[config.mk]
export PLATFORM = sky130hd
export DESIGN_NAME = gpc_top
export DESIGN_NICKNAME = d
export VERILOG_FILES = /design/src/rtl/gpc_pkg.sv /design/src/rtl/gpc_regs_if.sv /design/src/rtl/gpc_apb_slave.sv /design/src/rtl/gpc_pin_sync.sv /design/src/rtl/gpc_top.sv
export SDC_FILE = /design/constraint.sdc
export NUM_CORES = 1
export LEC_CHECK = 0
export BUFFER_PORTS_ARGS = -buffer_cell sky130_fd_sc_hd__clkbuf_2
export CORE_ASPECT_RATIO = 0.8
export CORE_MARGIN = 1
export CORE_UTILIZATION = 44
export CTS_CLUSTER_SIZE = 14
export DETAILED_ROUTE_END_ITERATION = 10
export GPL_TIMING_DRIVEN = 0
export HOLD_SLACK_MARGIN = 0.15
export PLACE_DENSITY = 0.8
export SETUP_SLACK_MARGIN = 0.1
export SKIP_CTS_REPAIR_TIMING = 1
export SYNTH_ARGS = -nofsm -noshare
export SYNTH_HDL_FRONTEND = slang
export SYNTH_SLANG_ARGS = --single-unit
[constraint.sdc]
create_clock -name i_clk -period 1.9 [get_ports i_clk]
set_input_delay 0.19 -clock i_clk [delete_from_list [all_inputs] [get_ports i_clk]]
set_output_delay 0.19 -clock i_clk [all_outputs]
set_load 0.01 [all_outputs]
[src/rtl/gpc_pkg.sv]
package gpc_pkg;

  localparam int APB_AW = 12;
  localparam int APB_DW = 32;

  // Register indices and byte addresses
  localparam logic [9:0] IDX_PIN_FIVE = 10'h204;
  localparam logic [9:0] IDX_PIN_SIX = 10'h205;
  localparam logic [9:0] IDX_OVERRIDE = 10'h206;
  localparam logic [11:0] ADDR_PIN_FIVE = {IDX_PIN_FIVE, 2'b00};
  localparam logic [11:0] ADDR_PIN_SIX = {IDX_PIN_SIX, 2'b00};
  localparam logic [11:0] ADDR_OVERRIDE = {IDX_OVERRIDE, 2'b00};

  // Field positions
  localparam int DIR_BIT = 15;
  localparam int PU_BIT = 14;
  localparam int PD_BIT = 13;
  localparam int POL_BIT = 10;
  localparam int LVL_BIT = 6;
  localparam int FN_LSB = 0;
  localparam int FN_W = 5;
  localparam int OVR_BIT = 0;

  // Values after reset
  localparam logic DIR_RST = 1'h1;
  localparam logic PU_RST = 1'h0;
  localparam logic PD_RST = 1'h0;
  localparam logic POL_RST = 1'h0;
  localparam logic LVL_RST = 1'h0;
  localparam logic [4:0] FN_RST = 5'h00;
  localparam logic OVR_RST = 1'h0;

  // Pin five function codes
  localparam logic [4:0] FN_UNUSED = 5'h00;
  localparam logic [4:0] FN_LEVEL = 5'h01;
  localparam logic [4:0] FN_SERIAL_OUT = 5'h02;
  localparam logic [4:0] FN_IRQ = 5'h03;
  localparam logic [4:0] FN_TEMP_SHUT = 5'h04;
  localparam logic [4:0] FN_LOOP2_LOCK = 5'h06;
  localparam logic [4:0] FN_LOOP3_LOCK = 5'h07;
  localparam logic [4:0] FN_FREQ_LOCK = 5'h09;
  localparam logic [4:0] FN_DYN_ACTIVE = 5'h0A;
  localparam logic [4:0] FN_WSEQ_DONE = 5'h0B;
  localparam logic [4:0] FN_NOISE_GATE = 5'h0C;
  localparam logic [4:0] FN_PEAK_OVER = 5'h0D;
  localparam logic [4:0] FN_SATURATION = 5'h0E;
  localparam logic [4:0] FN_THRESHOLD = 5'h0F;
  localparam logic [4:0] FN_LEVEL_LOCK = 5'h10;
  localparam logic [4:0] FN_BUF_ERROR = 5'h11;
  localparam logic [4:0] FN_OP_CLOCK = 5'h12;
  localparam logic [4:0] FN_DMIC_CLOCK = 5'h13;
  localparam logic [4:0] FN_MIC_DETECT = 5'h15;
  localparam logic [4:0] FN_MIC_SHORT = 5'h16;

  localparam int SYNC_STAGES = 3;

  typedef enum logic {
    ST_IDLE,
    ST_ANSWER
  } gpc_apb_state_type;

endpackage

[src/rtl/gpc_regs_if.sv]
`timescale 1ns/1ps
interface gpc_regs_if;
  import gpc_pkg::*;
  logic wr_en;
  logic [APB_AW-1:0] addr;
  logic [APB_DW-1:0] wdata;
  logic [APB_DW-1:0] rdata;
  logic hit;
  modport apb (output wr_en, output addr, output wdata,
    input rdata, input hit);
  modport regs (input wr_en, input addr, input wdata,
    output rdata, output hit);
endinterface

[src/rtl/gpc_apb_slave.sv]
`timescale 1ns/1ps
module gpc_apb_slave (
  input wire logic i_clk,
  input wire logic i_rst_n,
  input wire logic i_psel,
  input wire logic i_penable,
  input wire logic i_pwrite,
  input wire logic [gpc_pkg::APB_AW-1:0] i_paddr,
  input wire logic [gpc_pkg::APB_DW-1:0] i_pwdata,
  output logic [gpc_pkg::APB_DW-1:0] o_prdata,
  output logic o_pready,
  output logic o_pslverr,
  gpc_regs_if.apb bus
);
  import gpc_pkg::*;

  gpc_apb_state_type state_reg;
  gpc_apb_state_type state_next;
  logic [APB_DW-1:0] prdata_reg;
  logic [APB_DW-1:0] prdata_next;
  logic pready_reg;
  logic pready_next;
  logic pslverr_reg;
  logic pslverr_next;

  assign bus.addr = i_paddr;
  assign bus.wdata = i_pwdata;
  // Write lands on the edge where pready is seen high
  assign bus.wr_en = (state_reg == ST_ANSWER) && i_psel && i_penable &&
    i_pwrite && bus.hit;

  always_comb begin
    state_next = state_reg;
    prdata_next = prdata_reg;
    pready_next = 1'b0;
    pslverr_next = 1'b0;
    case (state_reg)
      ST_IDLE: begin
        if (i_psel && i_penable) begin
          state_next = ST_ANSWER;
          pready_next = 1'b1;
          pslverr_next = !bus.hit;
          prdata_next = (bus.hit && !i_pwrite) ? bus.rdata : '0;
        end
      end
      ST_ANSWER: begin
        state_next = ST_IDLE;
      end
      default: begin
        state_next = ST_IDLE;
      end
    endcase
  end

  always_ff @(posedge i_clk) begin
    if (!i_rst_n) begin
      state_reg <= ST_IDLE;
      prdata_reg <= '0;
      pready_reg <= 1'b0;
      pslverr_reg <= 1'b0;
    end else begin
      state_reg <= state_next;
      prdata_reg <= prdata_next;
      pready_reg <= pready_next;
      pslverr_reg <= pslverr_next;
    end
  end

  assign o_prdata = prdata_reg;
  assign o_pready = pready_reg;
  assign o_pslverr = pslverr_reg;
endmodule

[src/rtl/gpc_pin_sync.sv]
`timescale 1ns/1ps
module gpc_pin_sync #(
  parameter int WIDTH = 2
) (
  input wire logic i_clk,
  input wire logic i_rst_n,
  input wire logic [WIDTH-1:0] i_async,
  output logic [WIDTH-1:0] o_level
);
  import gpc_pkg::*;

  genvar b;
  generate
    for (b = 0; b < WIDTH; b++) begin : g_bit
      logic [SYNC_STAGES-1:0] sh_reg;
      logic [SYNC_STAGES-1:0] sh_next;
      logic lvl_reg;
      logic lvl_next;
      always_comb begin
        sh_next = {sh_reg[SYNC_STAGES-2:0], i_async[b]};
        // Level moves only once stages two and three agree
        lvl_next = (sh_reg[1] == sh_reg[2]) ? sh_reg[2] : lvl_reg;
      end
      always_ff @(posedge i_clk) begin
        if (!i_rst_n) begin
          sh_reg <= '0;
          lvl_reg <= 1'b0;
        end else begin
          sh_reg <= sh_next;
          lvl_reg <= lvl_next;
        end
      end
      assign o_level[b] = lvl_reg;
    end
  endgenerate
endmodule

[src/rtl/gpc_top.sv]
// Contract
// - Code 00001 drives level bit onto pin five
// - Level bit read returns sensed pin level
// - Level readback undefined while pin five outputs
// - Five-bit selector picks pin five role
// - Codes 6,7,9,10,11 give lock/activity/done flags
// - Codes 12 to 16 give level-control flags
// - Code 17 buffer error, 18 operating clock
// - Reserved codes have no defined pin behaviour
// - Codes 19,21,22 give mic clock, detect, short
// - Pin five works only with override set
// - Pin six direction bit: 0 output, 1 input
// - Pin six pull-up enable switches pull-up
// - Pin six pull-down enable switches pull-down
// - Pin six polarity inverts the pin signal
`timescale 1ns/1ps
module gpc_top (
  input wire logic i_clk,
  input wire logic i_rst_n,
  input wire logic i_psel,
  input wire logic i_penable,
  input wire logic i_pwrite,
  input wire logic [gpc_pkg::APB_AW-1:0] i_paddr,
  input wire logic [gpc_pkg::APB_DW-1:0] i_pwdata,
  output logic [gpc_pkg::APB_DW-1:0] o_prdata,
  output logic o_pready,
  output logic o_pslverr,
  input wire logic i_serial_audio_data_out,
  input wire logic i_irq,
  input wire logic i_temp_shutdown,
  input wire logic i_loop2_lock,
  input wire logic i_loop3_lock,
  input wire logic i_frequency_loop_lock,
  input wire logic i_dynamic_range_control_active,
  input wire logic i_write_seq_done,
  input wire logic i_automatic_level_control_noise_gate,
  input wire logic i_automatic_level_control_peak_overload,
  input wire logic i_automatic_level_control_saturation,
  input wire logic i_automatic_level_control_threshold,
  input wire logic i_automatic_level_control_level_lock,
  input wire logic i_buffer_error,
  input wire logic i_operating_clock_output,
  input wire logic i_dmic_clock,
  input wire logic i_mic_detect,
  input wire logic i_mic_short,
  input wire logic i_pin_five_in,
  output logic o_pin_five_out,
  output logic o_pin_five_oe,
  input wire logic i_pin_six_in,
  input wire logic i_pin_six_drive,
  output logic o_pin_six_out,
  output logic o_pin_six_oe,
  output logic o_pin_six_pullup,
  output logic o_pin_six_pulldown,
  output logic o_pin_six_level
);
  import gpc_pkg::*;

  // Register access carrier
  gpc_regs_if bus();

  // Filtered pad levels, bit 0 pin five, bit 1 pin six
  logic [1:0] pin_lvl;

  // Register fields
  logic p5_dir_reg;
  logic p5_dir_next;
  logic p5_pol_reg;
  logic p5_pol_next;
  logic p5_lvl_reg;
  logic p5_lvl_next;
  logic [FN_W-1:0] p5_fn_reg;
  logic [FN_W-1:0] p5_fn_next;
  logic p6_dir_reg;
  logic p6_dir_next;
  logic p6_pu_reg;
  logic p6_pu_next;
  logic p6_pd_reg;
  logic p6_pd_next;
  logic p6_pol_reg;
  logic p6_pol_next;
  logic ovr_reg;
  logic ovr_next;

  // Pin outputs
  logic p5_out_reg;
  logic p5_out_next;
  logic p5_oe_reg;
  logic p5_oe_next;
  logic p6_out_reg;
  logic p6_out_next;
  logic p6_oe_reg;
  logic p6_oe_next;
  logic p6_lvl_reg;
  logic p6_lvl_next;

  // Function mux result
  logic sel_val;
  logic sel_ok;

  // Register bus front end, one wait state
  gpc_apb_slave u_apb (
    .i_clk(i_clk),
    .i_rst_n(i_rst_n),
    .i_psel(i_psel),
    .i_penable(i_penable),
    .i_pwrite(i_pwrite),
    .i_paddr(i_paddr),
    .i_pwdata(i_pwdata),
    .o_prdata(o_prdata),
    .o_pready(o_pready),
    .o_pslverr(o_pslverr),
    .bus(bus.apb)
  );

  // Pad inputs cross into the clock domain
  gpc_pin_sync #(
    .WIDTH(2)
  ) u_sync (
    .i_clk(i_clk),
    .i_rst_n(i_rst_n),
    .i_async({i_pin_six_in, i_pin_five_in}),
    .o_level(pin_lvl)
  );

  // Address decode and readback
  always_comb begin
    bus.hit = 1'b0;
    bus.rdata = '0;
    case (bus.addr)
      ADDR_PIN_FIVE: begin
        bus.hit = 1'b1;
        bus.rdata[DIR_BIT] = p5_dir_reg;
        bus.rdata[POL_BIT] = p5_pol_reg;
        // Sensed level, not the stored drive value
        bus.rdata[LVL_BIT] = pin_lvl[0];
        bus.rdata[FN_LSB +: FN_W] = p5_fn_reg;
      end
      ADDR_PIN_SIX: begin
        bus.hit = 1'b1;
        bus.rdata[DIR_BIT] = p6_dir_reg;
        bus.rdata[PU_BIT] = p6_pu_reg;
        bus.rdata[PD_BIT] = p6_pd_reg;
        bus.rdata[POL_BIT] = p6_pol_reg;
        bus.rdata[LVL_BIT] = pin_lvl[1];
      end
      ADDR_OVERRIDE: begin
        bus.hit = 1'b1;
        bus.rdata[OVR_BIT] = ovr_reg;
      end
      default: begin
        // Unmapped offsets answer with an error
        bus.hit = 1'b0;
      end
    endcase
  end

  // Register writes
  always_comb begin
    p5_dir_next = p5_dir_reg;
    p5_pol_next = p5_pol_reg;
    p5_lvl_next = p5_lvl_reg;
    p5_fn_next = p5_fn_reg;
    p6_dir_next = p6_dir_reg;
    p6_pu_next = p6_pu_reg;
    p6_pd_next = p6_pd_reg;
    p6_pol_next = p6_pol_reg;
    ovr_next = ovr_reg;
    if (bus.wr_en) begin
      case (bus.addr)
        ADDR_PIN_FIVE: begin
          p5_dir_next = bus.wdata[DIR_BIT];
          p5_pol_next = bus.wdata[POL_BIT];
          p5_lvl_next = bus.wdata[LVL_BIT];
          p5_fn_next = bus.wdata[FN_LSB +: FN_W];
        end
        ADDR_PIN_SIX: begin
          p6_dir_next = bus.wdata[DIR_BIT];
          p6_pu_next = bus.wdata[PU_BIT];
          p6_pd_next = bus.wdata[PD_BIT];
          p6_pol_next = bus.wdata[POL_BIT];
        end
        ADDR_OVERRIDE: begin
          ovr_next = bus.wdata[OVR_BIT];
        end
        default: begin
          // Writes to unmapped offsets are dropped
          ovr_next = ovr_reg;
        end
      endcase
    end
  end

  always_ff @(posedge i_clk) begin
    if (!i_rst_n) begin
      p5_dir_reg <= DIR_RST;
      p5_pol_reg <= POL_RST;
      p5_lvl_reg <= LVL_RST;
      p5_fn_reg <= FN_RST;
      p6_dir_reg <= DIR_RST;
      p6_pu_reg <= PU_RST;
      p6_pd_reg <= PD_RST;
      p6_pol_reg <= POL_RST;
      ovr_reg <= OVR_RST;
    end else begin
      p5_dir_reg <= p5_dir_next;
      p5_pol_reg <= p5_pol_next;
      p5_lvl_reg <= p5_lvl_next;
      p5_fn_reg <= p5_fn_next;
      p6_dir_reg <= p6_dir_next;
      p6_pu_reg <= p6_pu_next;
      p6_pd_reg <= p6_pd_next;
      p6_pol_reg <= p6_pol_next;
      ovr_reg <= ovr_next;
    end
  end

  // Pin five function mux
  always_comb begin
    sel_ok = 1'b1;
    sel_val = 1'b0;
    case (p5_fn_reg)
      // Static level from the register
      FN_LEVEL: sel_val = p5_lvl_reg;

      // Data, interrupt and status flags
      FN_SERIAL_OUT: sel_val = i_serial_audio_data_out;
      FN_IRQ: sel_val = i_irq;
      FN_TEMP_SHUT: sel_val = i_temp_shutdown;
      FN_LOOP2_LOCK: sel_val = i_loop2_lock;
      FN_LOOP3_LOCK: sel_val = i_loop3_lock;
      FN_FREQ_LOCK: sel_val = i_frequency_loop_lock;
      FN_DYN_ACTIVE: sel_val = i_dynamic_range_control_active;
      FN_WSEQ_DONE: sel_val = i_write_seq_done;

      // Level-control flags
      FN_NOISE_GATE: begin
        sel_val = i_automatic_level_control_noise_gate;
      end
      FN_PEAK_OVER: begin
        sel_val = i_automatic_level_control_peak_overload;
      end
      FN_SATURATION: begin
        sel_val = i_automatic_level_control_saturation;
      end
      FN_THRESHOLD: begin
        sel_val = i_automatic_level_control_threshold;
      end
      FN_LEVEL_LOCK: begin
        sel_val = i_automatic_level_control_level_lock;
      end

      // Clock, buffer and microphone sources
      FN_BUF_ERROR: sel_val = i_buffer_error;
      FN_OP_CLOCK: sel_val = i_operating_clock_output;
      FN_DMIC_CLOCK: sel_val = i_dmic_clock;
      FN_MIC_DETECT: sel_val = i_mic_detect;
      FN_MIC_SHORT: sel_val = i_mic_short;

      default: begin
        // Unused and reserved codes leave the pin undriven
        sel_ok = 1'b0;
        sel_val = 1'b0;
      end
    endcase
  end

  // Pin drive
  always_comb begin
    // Nothing drives pin five without the override
    p5_oe_next = ovr_reg && !p5_dir_reg && sel_ok;
    p5_out_next = p5_oe_next && (sel_val ^ p5_pol_reg);
    // Pin six follows its own direction bit
    p6_oe_next = !p6_dir_reg;
    p6_out_next = i_pin_six_drive ^ p6_pol_reg;
    p6_lvl_next = pin_lvl[1] ^ p6_pol_reg;
  end

  always_ff @(posedge i_clk) begin
    if (!i_rst_n) begin
      p5_out_reg <= 1'b0;
      p5_oe_reg <= 1'b0;
      p6_out_reg <= 1'b0;
      p6_oe_reg <= 1'b0;
      p6_lvl_reg <= 1'b0;
    end else begin
      p5_out_reg <= p5_out_next;
      p5_oe_reg <= p5_oe_next;
      p6_out_reg <= p6_out_next;
      p6_oe_reg <= p6_oe_next;
      p6_lvl_reg <= p6_lvl_next;
    end
  end

  assign o_pin_five_out = p5_out_reg;
  assign o_pin_five_oe = p5_oe_reg;
  assign o_pin_six_out = p6_out_reg;
  assign o_pin_six_oe = p6_oe_reg;
  assign o_pin_six_pullup = p6_pu_reg;
  assign o_pin_six_pulldown = p6_pd_reg;
  assign o_pin_six_level = p6_lvl_reg;

endmodule

# ---- After elaboration in Yosys (flattened, before gate mapping)
# Index checks and enable logic that the tools add are counted.
# Widths: inputs -> output; s select.
dict set report classes {
  n_eq_ne 24
  mux 12
  n_bitwise 6
  reduce_logical 21
}
# operator count
set ops {}
lappend ops {{$eq 12x12->1 const B} 3}
lappend ops {{$eq 5x4->1 const B} 7}
lappend ops {{$eq 5x5->1 const B} 6}
lappend ops {{$pmux 1 s19} 1}
lappend ops {{$reduce_or 19->1} 1}
lappend ops {{$mux 16} 1}
lappend ops {{$eq 5x3->1 const B} 3}
lappend ops {{$eq 5x2->1 const B} 2}
lappend ops {{$pmux 1 s2} 5}
lappend ops {{$logic_and 1x1->1} 9}
lappend ops {{$reduce_and 2->1} 4}
lappend ops {{$reduce_or 3->1} 2}
lappend ops {{$eq 5x1->1 const B} 1}
lappend ops {{$logic_not 1->1} 4}
lappend ops {{$mux 4} 1}
lappend ops {{$mux 1} 3}
lappend ops {{$not 1->1} 3}
lappend ops {{$xor 1x1->1} 3}
lappend ops {{$eq 1x1->1} 2}
lappend ops {{$mux 2} 1}
lappend ops {{$reduce_or 2->1} 1}
dict set report totals {
  ff_bits 61
  out_inout_bits 41
  wordCells 85
}

# ---- Logic depth before layout (Yosys ltp)
# Gate-level depths: netlist of the first run.
dict set report depth {
  depth_word 5
  depth_mapped 6
}

# ---- Hierarchy
# Synthesis of the first run repeated with hierarchy kept, for this count alone.
dict set report hier_totals {
  hier_cells 268
  hier_area_um2 2826.5
}
# module n_inst cells_per_inst area_per_inst_um2 seq_area_each_um2
set by_module_without_submodules {}
lappend by_module_without_submodules {gpc_apb_slave 1 124 1443.9 680.7}
lappend by_module_without_submodules {gpc_top 1 122 1129.8 360.3}
lappend by_module_without_submodules {gpc_pin_sync 1 22 252.7 160.2}

# ---- Least setup slack after synthesis of the first run
# No wires, ideal clock.
dict set report synth_timing {
  path_type {reg-to-reg}
  from {register p5_fn_reg[0]}
  to {register p5_out_reg, in the netlist o_pin_five_out}
  setup_ns 0.116
  arrival_time_ns 1.581
  t_required_ns 1.784
  path_slack_ns 0.203
  path_stages_with_launch 7
  n_path_buf 1
  period_less_slack_ns 1.697
  path_cell_list {dfxtp_1 -> clkbuf_1 -> mux2_2 -> a32oi_1 -> o311ai_0 -> nor3_1 -> and3b_1}
}
dict set report synth_via {
  elab_chain_len 5
}
# item line_no
set synth_rtl {}
lappend synth_rtl {{start: declaration} gpc_top.sv:72} ;# logic [FN_W-1:0] p5_fn_reg;
lappend synth_rtl {{start signal: assignment} gpc_top.sv:209} ;# p5_fn_reg <= p5_fn_next;
lappend synth_rtl {{$eq 5x5->1, or another cell as far along} gpc_top.sv:222} ;# case (p5_fn_reg)
lappend synth_rtl {{$reduce_or 19->1 (no line)} --}
lappend synth_rtl {{$mux 1} gpc_top.sv:222}
lappend synth_rtl {{$logic_and 1x1->1} gpc_top.sv:271} ;# p5_oe_next = ovr_reg && !p5_dir_reg && sel_ok;
lappend synth_rtl {{$logic_and 1x1->1 (*)} gpc_top.sv:272} ;# p5_out_next = p5_oe_next && (sel_val ^ p5_pol_reg);
lappend synth_rtl {{end signal: assignment} gpc_top.sv:287} ;# p5_out_reg <= p5_out_next;
lappend synth_rtl {{end: declaration} gpc_top.sv:86} ;# logic p5_out_reg;
# Mark *: on every way between the ends. The rest lies on a longest branch, timed or not.
# A chain may end at the register's enable or synchronous reset.

# ---- Worst setup path after layout of the first run
# Ends and elaborated chain as after synthesis.

==> results of run 1 <==
[cell families (layout without fill, tap and decap cells)]
family,after synthesis,count (layout),share of synthesized area
AOI/OAI and AO/OA,25,25,0.0871
xor gates and xnor gates,2,2,0.00910
buffers and inverters,37,112,0.119
DFF,38,38,0.395
muxes,24,24,0.129
other,1,22,0.00195
and+or+nand+nor,77,77,0.259
[worst reg2reg max path, delay by kind of cell (launching register included)]
kind,cells,cell delay [ps]
buffers and inverters,1,220
DFF,1,400
AOI/OAI and AO/OA,2,300
muxes,1,340
and+or+nand+nor,2,340
[worst max-delay path by stage]
stage	from	end	slack (ps)	cells after the start
2_1_floorplan	p5_fn_reg[0]	o_pin_five_out	200	6
3_3_place_gp	p5_fn_reg[0]	o_pin_five_out	-70	6
3_5_place_dp	p5_fn_reg[0]	o_pin_five_out	-80	6
4_1_cts	p5_fn_reg[0]	o_pin_five_out	-90	6
5_1_grt	p5_fn_reg[0]	o_pin_five_out	100	6
6_report	p5_fn_reg[0]	o_pin_five_out	200	6
[per-layer routing]
metal / vias up / global-route usage
met1: 729 / 0.227
met3: 6 / 0.0607
met5: - / 0
li1: 862 / -
met4: 0 / 0.0989
met2: 62 / 0.287
[metrics by stage]
step	power [uW]	setup slack (ps)	util	cells
5_1_grt	1720	99.3	0.607	357
6_report	1640	197	0.607	357
3_5_place_dp	987	-85.0	0.574	347
2_1_floorplan	922	203	-	225
3_3_place_gp	984	-66.9	0.574	347
4_1_cts	1650	-86.8	0.600	355
[power by group through the flow]
stage | sequential, uW | combinational [uW] | clock, uW
finish | 807 | 166 | 663
global route | 807 | 184 | 727
CTS | 807 | 162 | 682
detailed placement | 826 | 162 | 0
global placement | 825 | 159 | 0
floorplan | 826 | 95.9 | 0
[layout make-up]
cell class                      instances  area, um2  area share
Buffer                                 34        225      0.0888
Sequential cell                        38        762       0.300
Multi-Input combinational cell        150       1010       0.399
Tap cell                               57       71.3      0.0281
Clock buffer                            5       68.8      0.0271
Inverter                                3       11.3     0.00444
Clock inverter                          3       40.0      0.0158
Timing Repair Buffer                   67        345       0.136
[cells in the final DEF (no fill, tap or decap), drive strengths merged, types with 4 or more instances in the layout]
master,instances
a22oi,4
nand4,4
mux2,6
mux2i,18
clkbuf,80
nor2b,20
o21ai,8
conb,22
and2,9
nor2,5
dfxtp,38
buf,24
a21boi,6
nor4b,5
nand3,7
nand2,11
==> results.cfg, run 1 <==
[die]
fp.dieW_um = 75.9
core-area_mm2 = 0.00418
initial_core_util = 0.461
die_area_mm2 = 0.00464
row_count = 21
io_pins = 111
die_h_um = 61.2

[critical_path]
critPathLaunchType = flop
rr_startpoint = p5_fn_reg[0]
path_cells = clkbuf_4 -> mux2_2 -> a32oi_1 -> o311ai_1 -> nor3_1 -> and3b_1
ff2ff_setup_slack_ps = 200
crit_family = flip-flops
cp_slowest_cell = dfxtp_2
cpPeakStageDelay_ps = 400
cp.arrival_ps = 1890
cp_max_fo = 10
reg2regPathDepth = 6
critPathCaptureType = flop
worst-path-buf-inv = 1
r2r-end = o_pin_five_out
critPathRequiredTime_ps = 2080
criticalPathCategory = reg -> reg

[routing]
wl_met1_um = 1900
ant_nets = 0
first_pass_iters = 5
post_drt_wl_per_cell_um = 11.4
viasPerCell = 4.65
drtIter0Drc = 81
top_layer = met4
wirelength_um = 4080
dr_wl_met3_um = 327
drc = 0
vias = 1659
wl_met2_um = 1790

[synth]
synth_common_cells = 38 x dfxtp_1, 22 x buf_4, 20 x nor2b_1, 18 x mux2i_1
synth_edf_count = 0
synth-seq-cells = 38
async_reset_ff_frac = 0
yosysWarningCount = 0
syn_inst = 204
ys_seq_area_frac = 0.395
synth_cell_type_count = 35
synth_area_leaders = dfxtp_1 40%, mux2i_1 9.4%, buf_4 8.6%
synth_top_cell_by_area = dfxtp_1
synth_top_area_share = 0.395
syn_area_mm2 = 0.00192
synth_ff_type = dfxtp_1
syn_avg_cell_area_um2 = 9.43
yosysMostFrequentCell = dfxtp_1

[min_path]
hold_path_end = p5_dir_reg
hp-start = i_pwdata[15]
hold_depth = 3
min_path_type = in -> reg

[pwr]
power.leakage_uw = 0.00121
powerDensity_mw_per_mm2 = 645
p_clk_frac = 0.405
p_comb_frac = 0.101
swShare = 0.216
ir_drop_mv = 0.543
p_int_uw = 1280
p_seq_frac = 0.493
switching_power_uw = 354

[final_layout]
final_layout_size_suffix_gt1_frac = 0.370
nets = 369
largest_reg_flops = 10
syn2layout_area_growth_pct = 31.9
antenna_cells = 0
design_area_mm2 = 0.00254
fill_cells = 372

[sta]
maxSlewHeadroom = 0.528
slew_violations = 0
tightestPinTransition_ps = 699
rsz0062_at_grt = no
setup_viol = 0
fin_hold_ws_ps = 149
hold_violations = 0
finalCriticalPeriod_ps = 1700
clock_skew_ps = 4.63
tns_ps = 0
fmax_ghz = 0.587
period_share = 0.896

[place]
postPlaceCellArea_mm2 = 0.00240
gp_congestion = 0.767
portBuffers = 65
post-dp-hpwl_um = 3170

[flow_run]
maxCapViolCount = 0

[clock_network]
clockBufferDepth = 2
cts_made_buffers = 5
cts_sinks = 38
clk_latency_ps = 290
clockRootBuffer = clkbuf_8
cts_tree = yes
path_clk_slew_ps = 70
htreeDepth = 2

[grt]
grt_max_degree = 13
grt_pass1_wl_um = 6440
antenna_found_initial = 0
grtUsageTotal = 0.182
grt_pass1_vias = 1415
globalRouteOverflowTotal = 0

[outcome]
status = finished, final reports clean
Note: power is estimated with default switching activity, not from simulation.
==> run 2, diff against run 1 <==
CORE_UTILIZATION = 49   (was 44)
SYNTH_HIERARCHICAL = 1   (was unset)
==> run 2 against run 1 <==
Net effect: the run now ends with DRC left; final cell count grew 18%; global-route usage grew 2.3 points; via count grew 26%; power grew 62%; maximum frequency grew 3.1%; die area grew 23%; clock skew grew 1.2 ps; utilization grew 7.9 points; critical endpoint is now p5_fn_reg[0]; largest power group unchanged.
==> results.cfg, run 2 <==
[grt]
grt_pass1_wl_um = 8980
grt_max_degree = 19
grt_pass1_vias = 1929
grtUsageTotal = 0.205
antenna_found_initial = 0
globalRouteOverflowTotal = 0

[place]
pre_cts_ws_ps = -171
gp_congestion = 0.854
portBuffers = 66
postPlaceCellArea_mm2 = 0.00318
dpl.cell_count = 395
post-dp-hpwl_um = 4120

[sta]
fmax_ghz = 0.605
clock_skew_ps = 5.81
slew_violations = 0
maxSlewHeadroom = 0.595
tightestPinTransition_ps = 602
finalCriticalPeriod_ps = 1650
setup_slack_ps = 248
rsz0062_at_grt = no
period_share = 0.869
hold_violations = 0
setup_viol = 0

[clock_network]
clk_latency_ps = 330
cts_made_buffers = 9
htreeDepth = 3
cts_tree = yes
clockBufferDepth = 2
clockRootBuffer = clkbuf_8
cts_sinks = 60
path_clk_slew_ps = 60

[pwr]
p_int_uw = 2100
power_uw = 2650
ir_drop_mv = 0.692
p_clk_frac = 0.461
p_seq_frac = 0.479
swShare = 0.209
power.leakage_uw = 0.00162
powerDensity_mw_per_mm2 = 753
p_comb_frac = 0.060
switching_power_uw = 553

[final_layout]
final_cells = 422
design_area_mm2 = 0.00352
fill_cells = 419
syn2layout_area_growth_pct = 32.1
nets = 425
final_layout_size_suffix_gt1_frac = 0.447
antenna_cells = 0
final_common_cell = clkbuf_2
largest_reg_flops = 32
final_util = 0.686
final_cell_mix = 66 x clkbuf_2, 60 x dfxtp_1, 30 x a22o_2

[critical_path]
cp-endpoint = p5_fn_reg[0]
critPathRequiredTime_ps = 2130
rr_startpoint = p5_fn_reg[0]
reg2regPathDepth = 6
r2r-end = o_pin_five_out
ff2ff_setup_slack_ps = 270
criticalPathCategory = in -> reg
critPathCaptureType = flop
cp_max_fo = 8
critPathLaunchType = input port
cp.arrival_ps = 1880
startpoint = i_paddr[8]

[die]
io_pins = 111
initial_core_util = 0.520
die_area_mm2 = 0.00573
die_h_um = 67.9
row_count = 23
fp.dieW_um = 84.4
core-area_mm2 = 0.00512

[synth]
syn_avg_cell_area_um2 = 10.8
syn_inst = 246
yosysWarningCount = 6
syn_area_mm2 = 0.00266

[routing]
viasPerCell = 4.97
drc = 7
wirelength_um = 5710
vias = 2098
post_drt_wl_per_cell_um = 13.5
first_pass_iters = 7
ant_nets = 0
drtIter0Drc = 141

[outcome]
status = complete, but fails checks
violations = DRC

[min_path]
min_path_type = in -> reg

[flow_run]
maxCapViolCount = 0
[run 2: metal layers]
metal	routed length, um	global-route usage
met5	0	0
met4	21	0.0508
met3	395	0.0905
met2	2560	0.336
met1	2740	0.252
[run 2: through the flow]
stage / setup TNS (ps) / hold WS (ps)
global placement: -1370 / 411
CTS: 0 / 54.5
floorplan: 0 / 318
global route: 0 / 163
detailed placement: -1700 / 414
finish: 0 / 154
[run 2: area by class of cell]
type / count / area (um2) / area share
clock buffers: 12 / 135 / 0.0384
clock inverters: 4 / 73.8 / 0.0210
multi-input cells: 167 / 1290 / 0.366
plain buffers: 38 / 293 / 0.0833
well taps: 62 / 77.6 / 0.0221
flip-flops and latches: 60 / 1200 / 0.342
repair buffers: 77 / 440 / 0.125
inverters: 2 / 7.51 / 0.00214
[run 2: worst min path at each step]
stage / startpoint / endpoint / slack (ps) / cells after the start
final: i_pwdata[0] / ovr_reg / 150 / 3
after global routing: i_pwdata[0] / ovr_reg / 160 / 3
after CTS: i_pin_five_in / u_sync/g_bit[0].sh_reg[0] / 50 / 2
after detailed placement: i_pin_five_in / u_sync/g_bit[0].sh_reg[0] / 410 / 2
after global placement: i_pin_six_in / u_sync/g_bit[1].sh_reg[0] / 410 / 2
after floorplan: i_rst_n / o_pin_six_pulldown / 320 / 1
[run 2: power by group through the flow]
stage | sequential, uW | combinational, uW | clock, uW
global route | 1270 | 175 | 1310
floorplan | 1300 | 88.9 | 0
global placement | 1300 | 135 | 0
detailed placement | 1300 | 138 | 0
finish | 1270 | 160 | 1220
CTS | 1270 | 139 | 1250
[run 2: worst max-delay path, cell delays in order]
cell and delay (ps):
buf_6 90, nor4_4 300, nand3_2 200, a21oi_4 180
nand3_1 80, nor2_1 190, and3b_1 200, buf_6 160
mux2i_1 210, nor2b_1 60
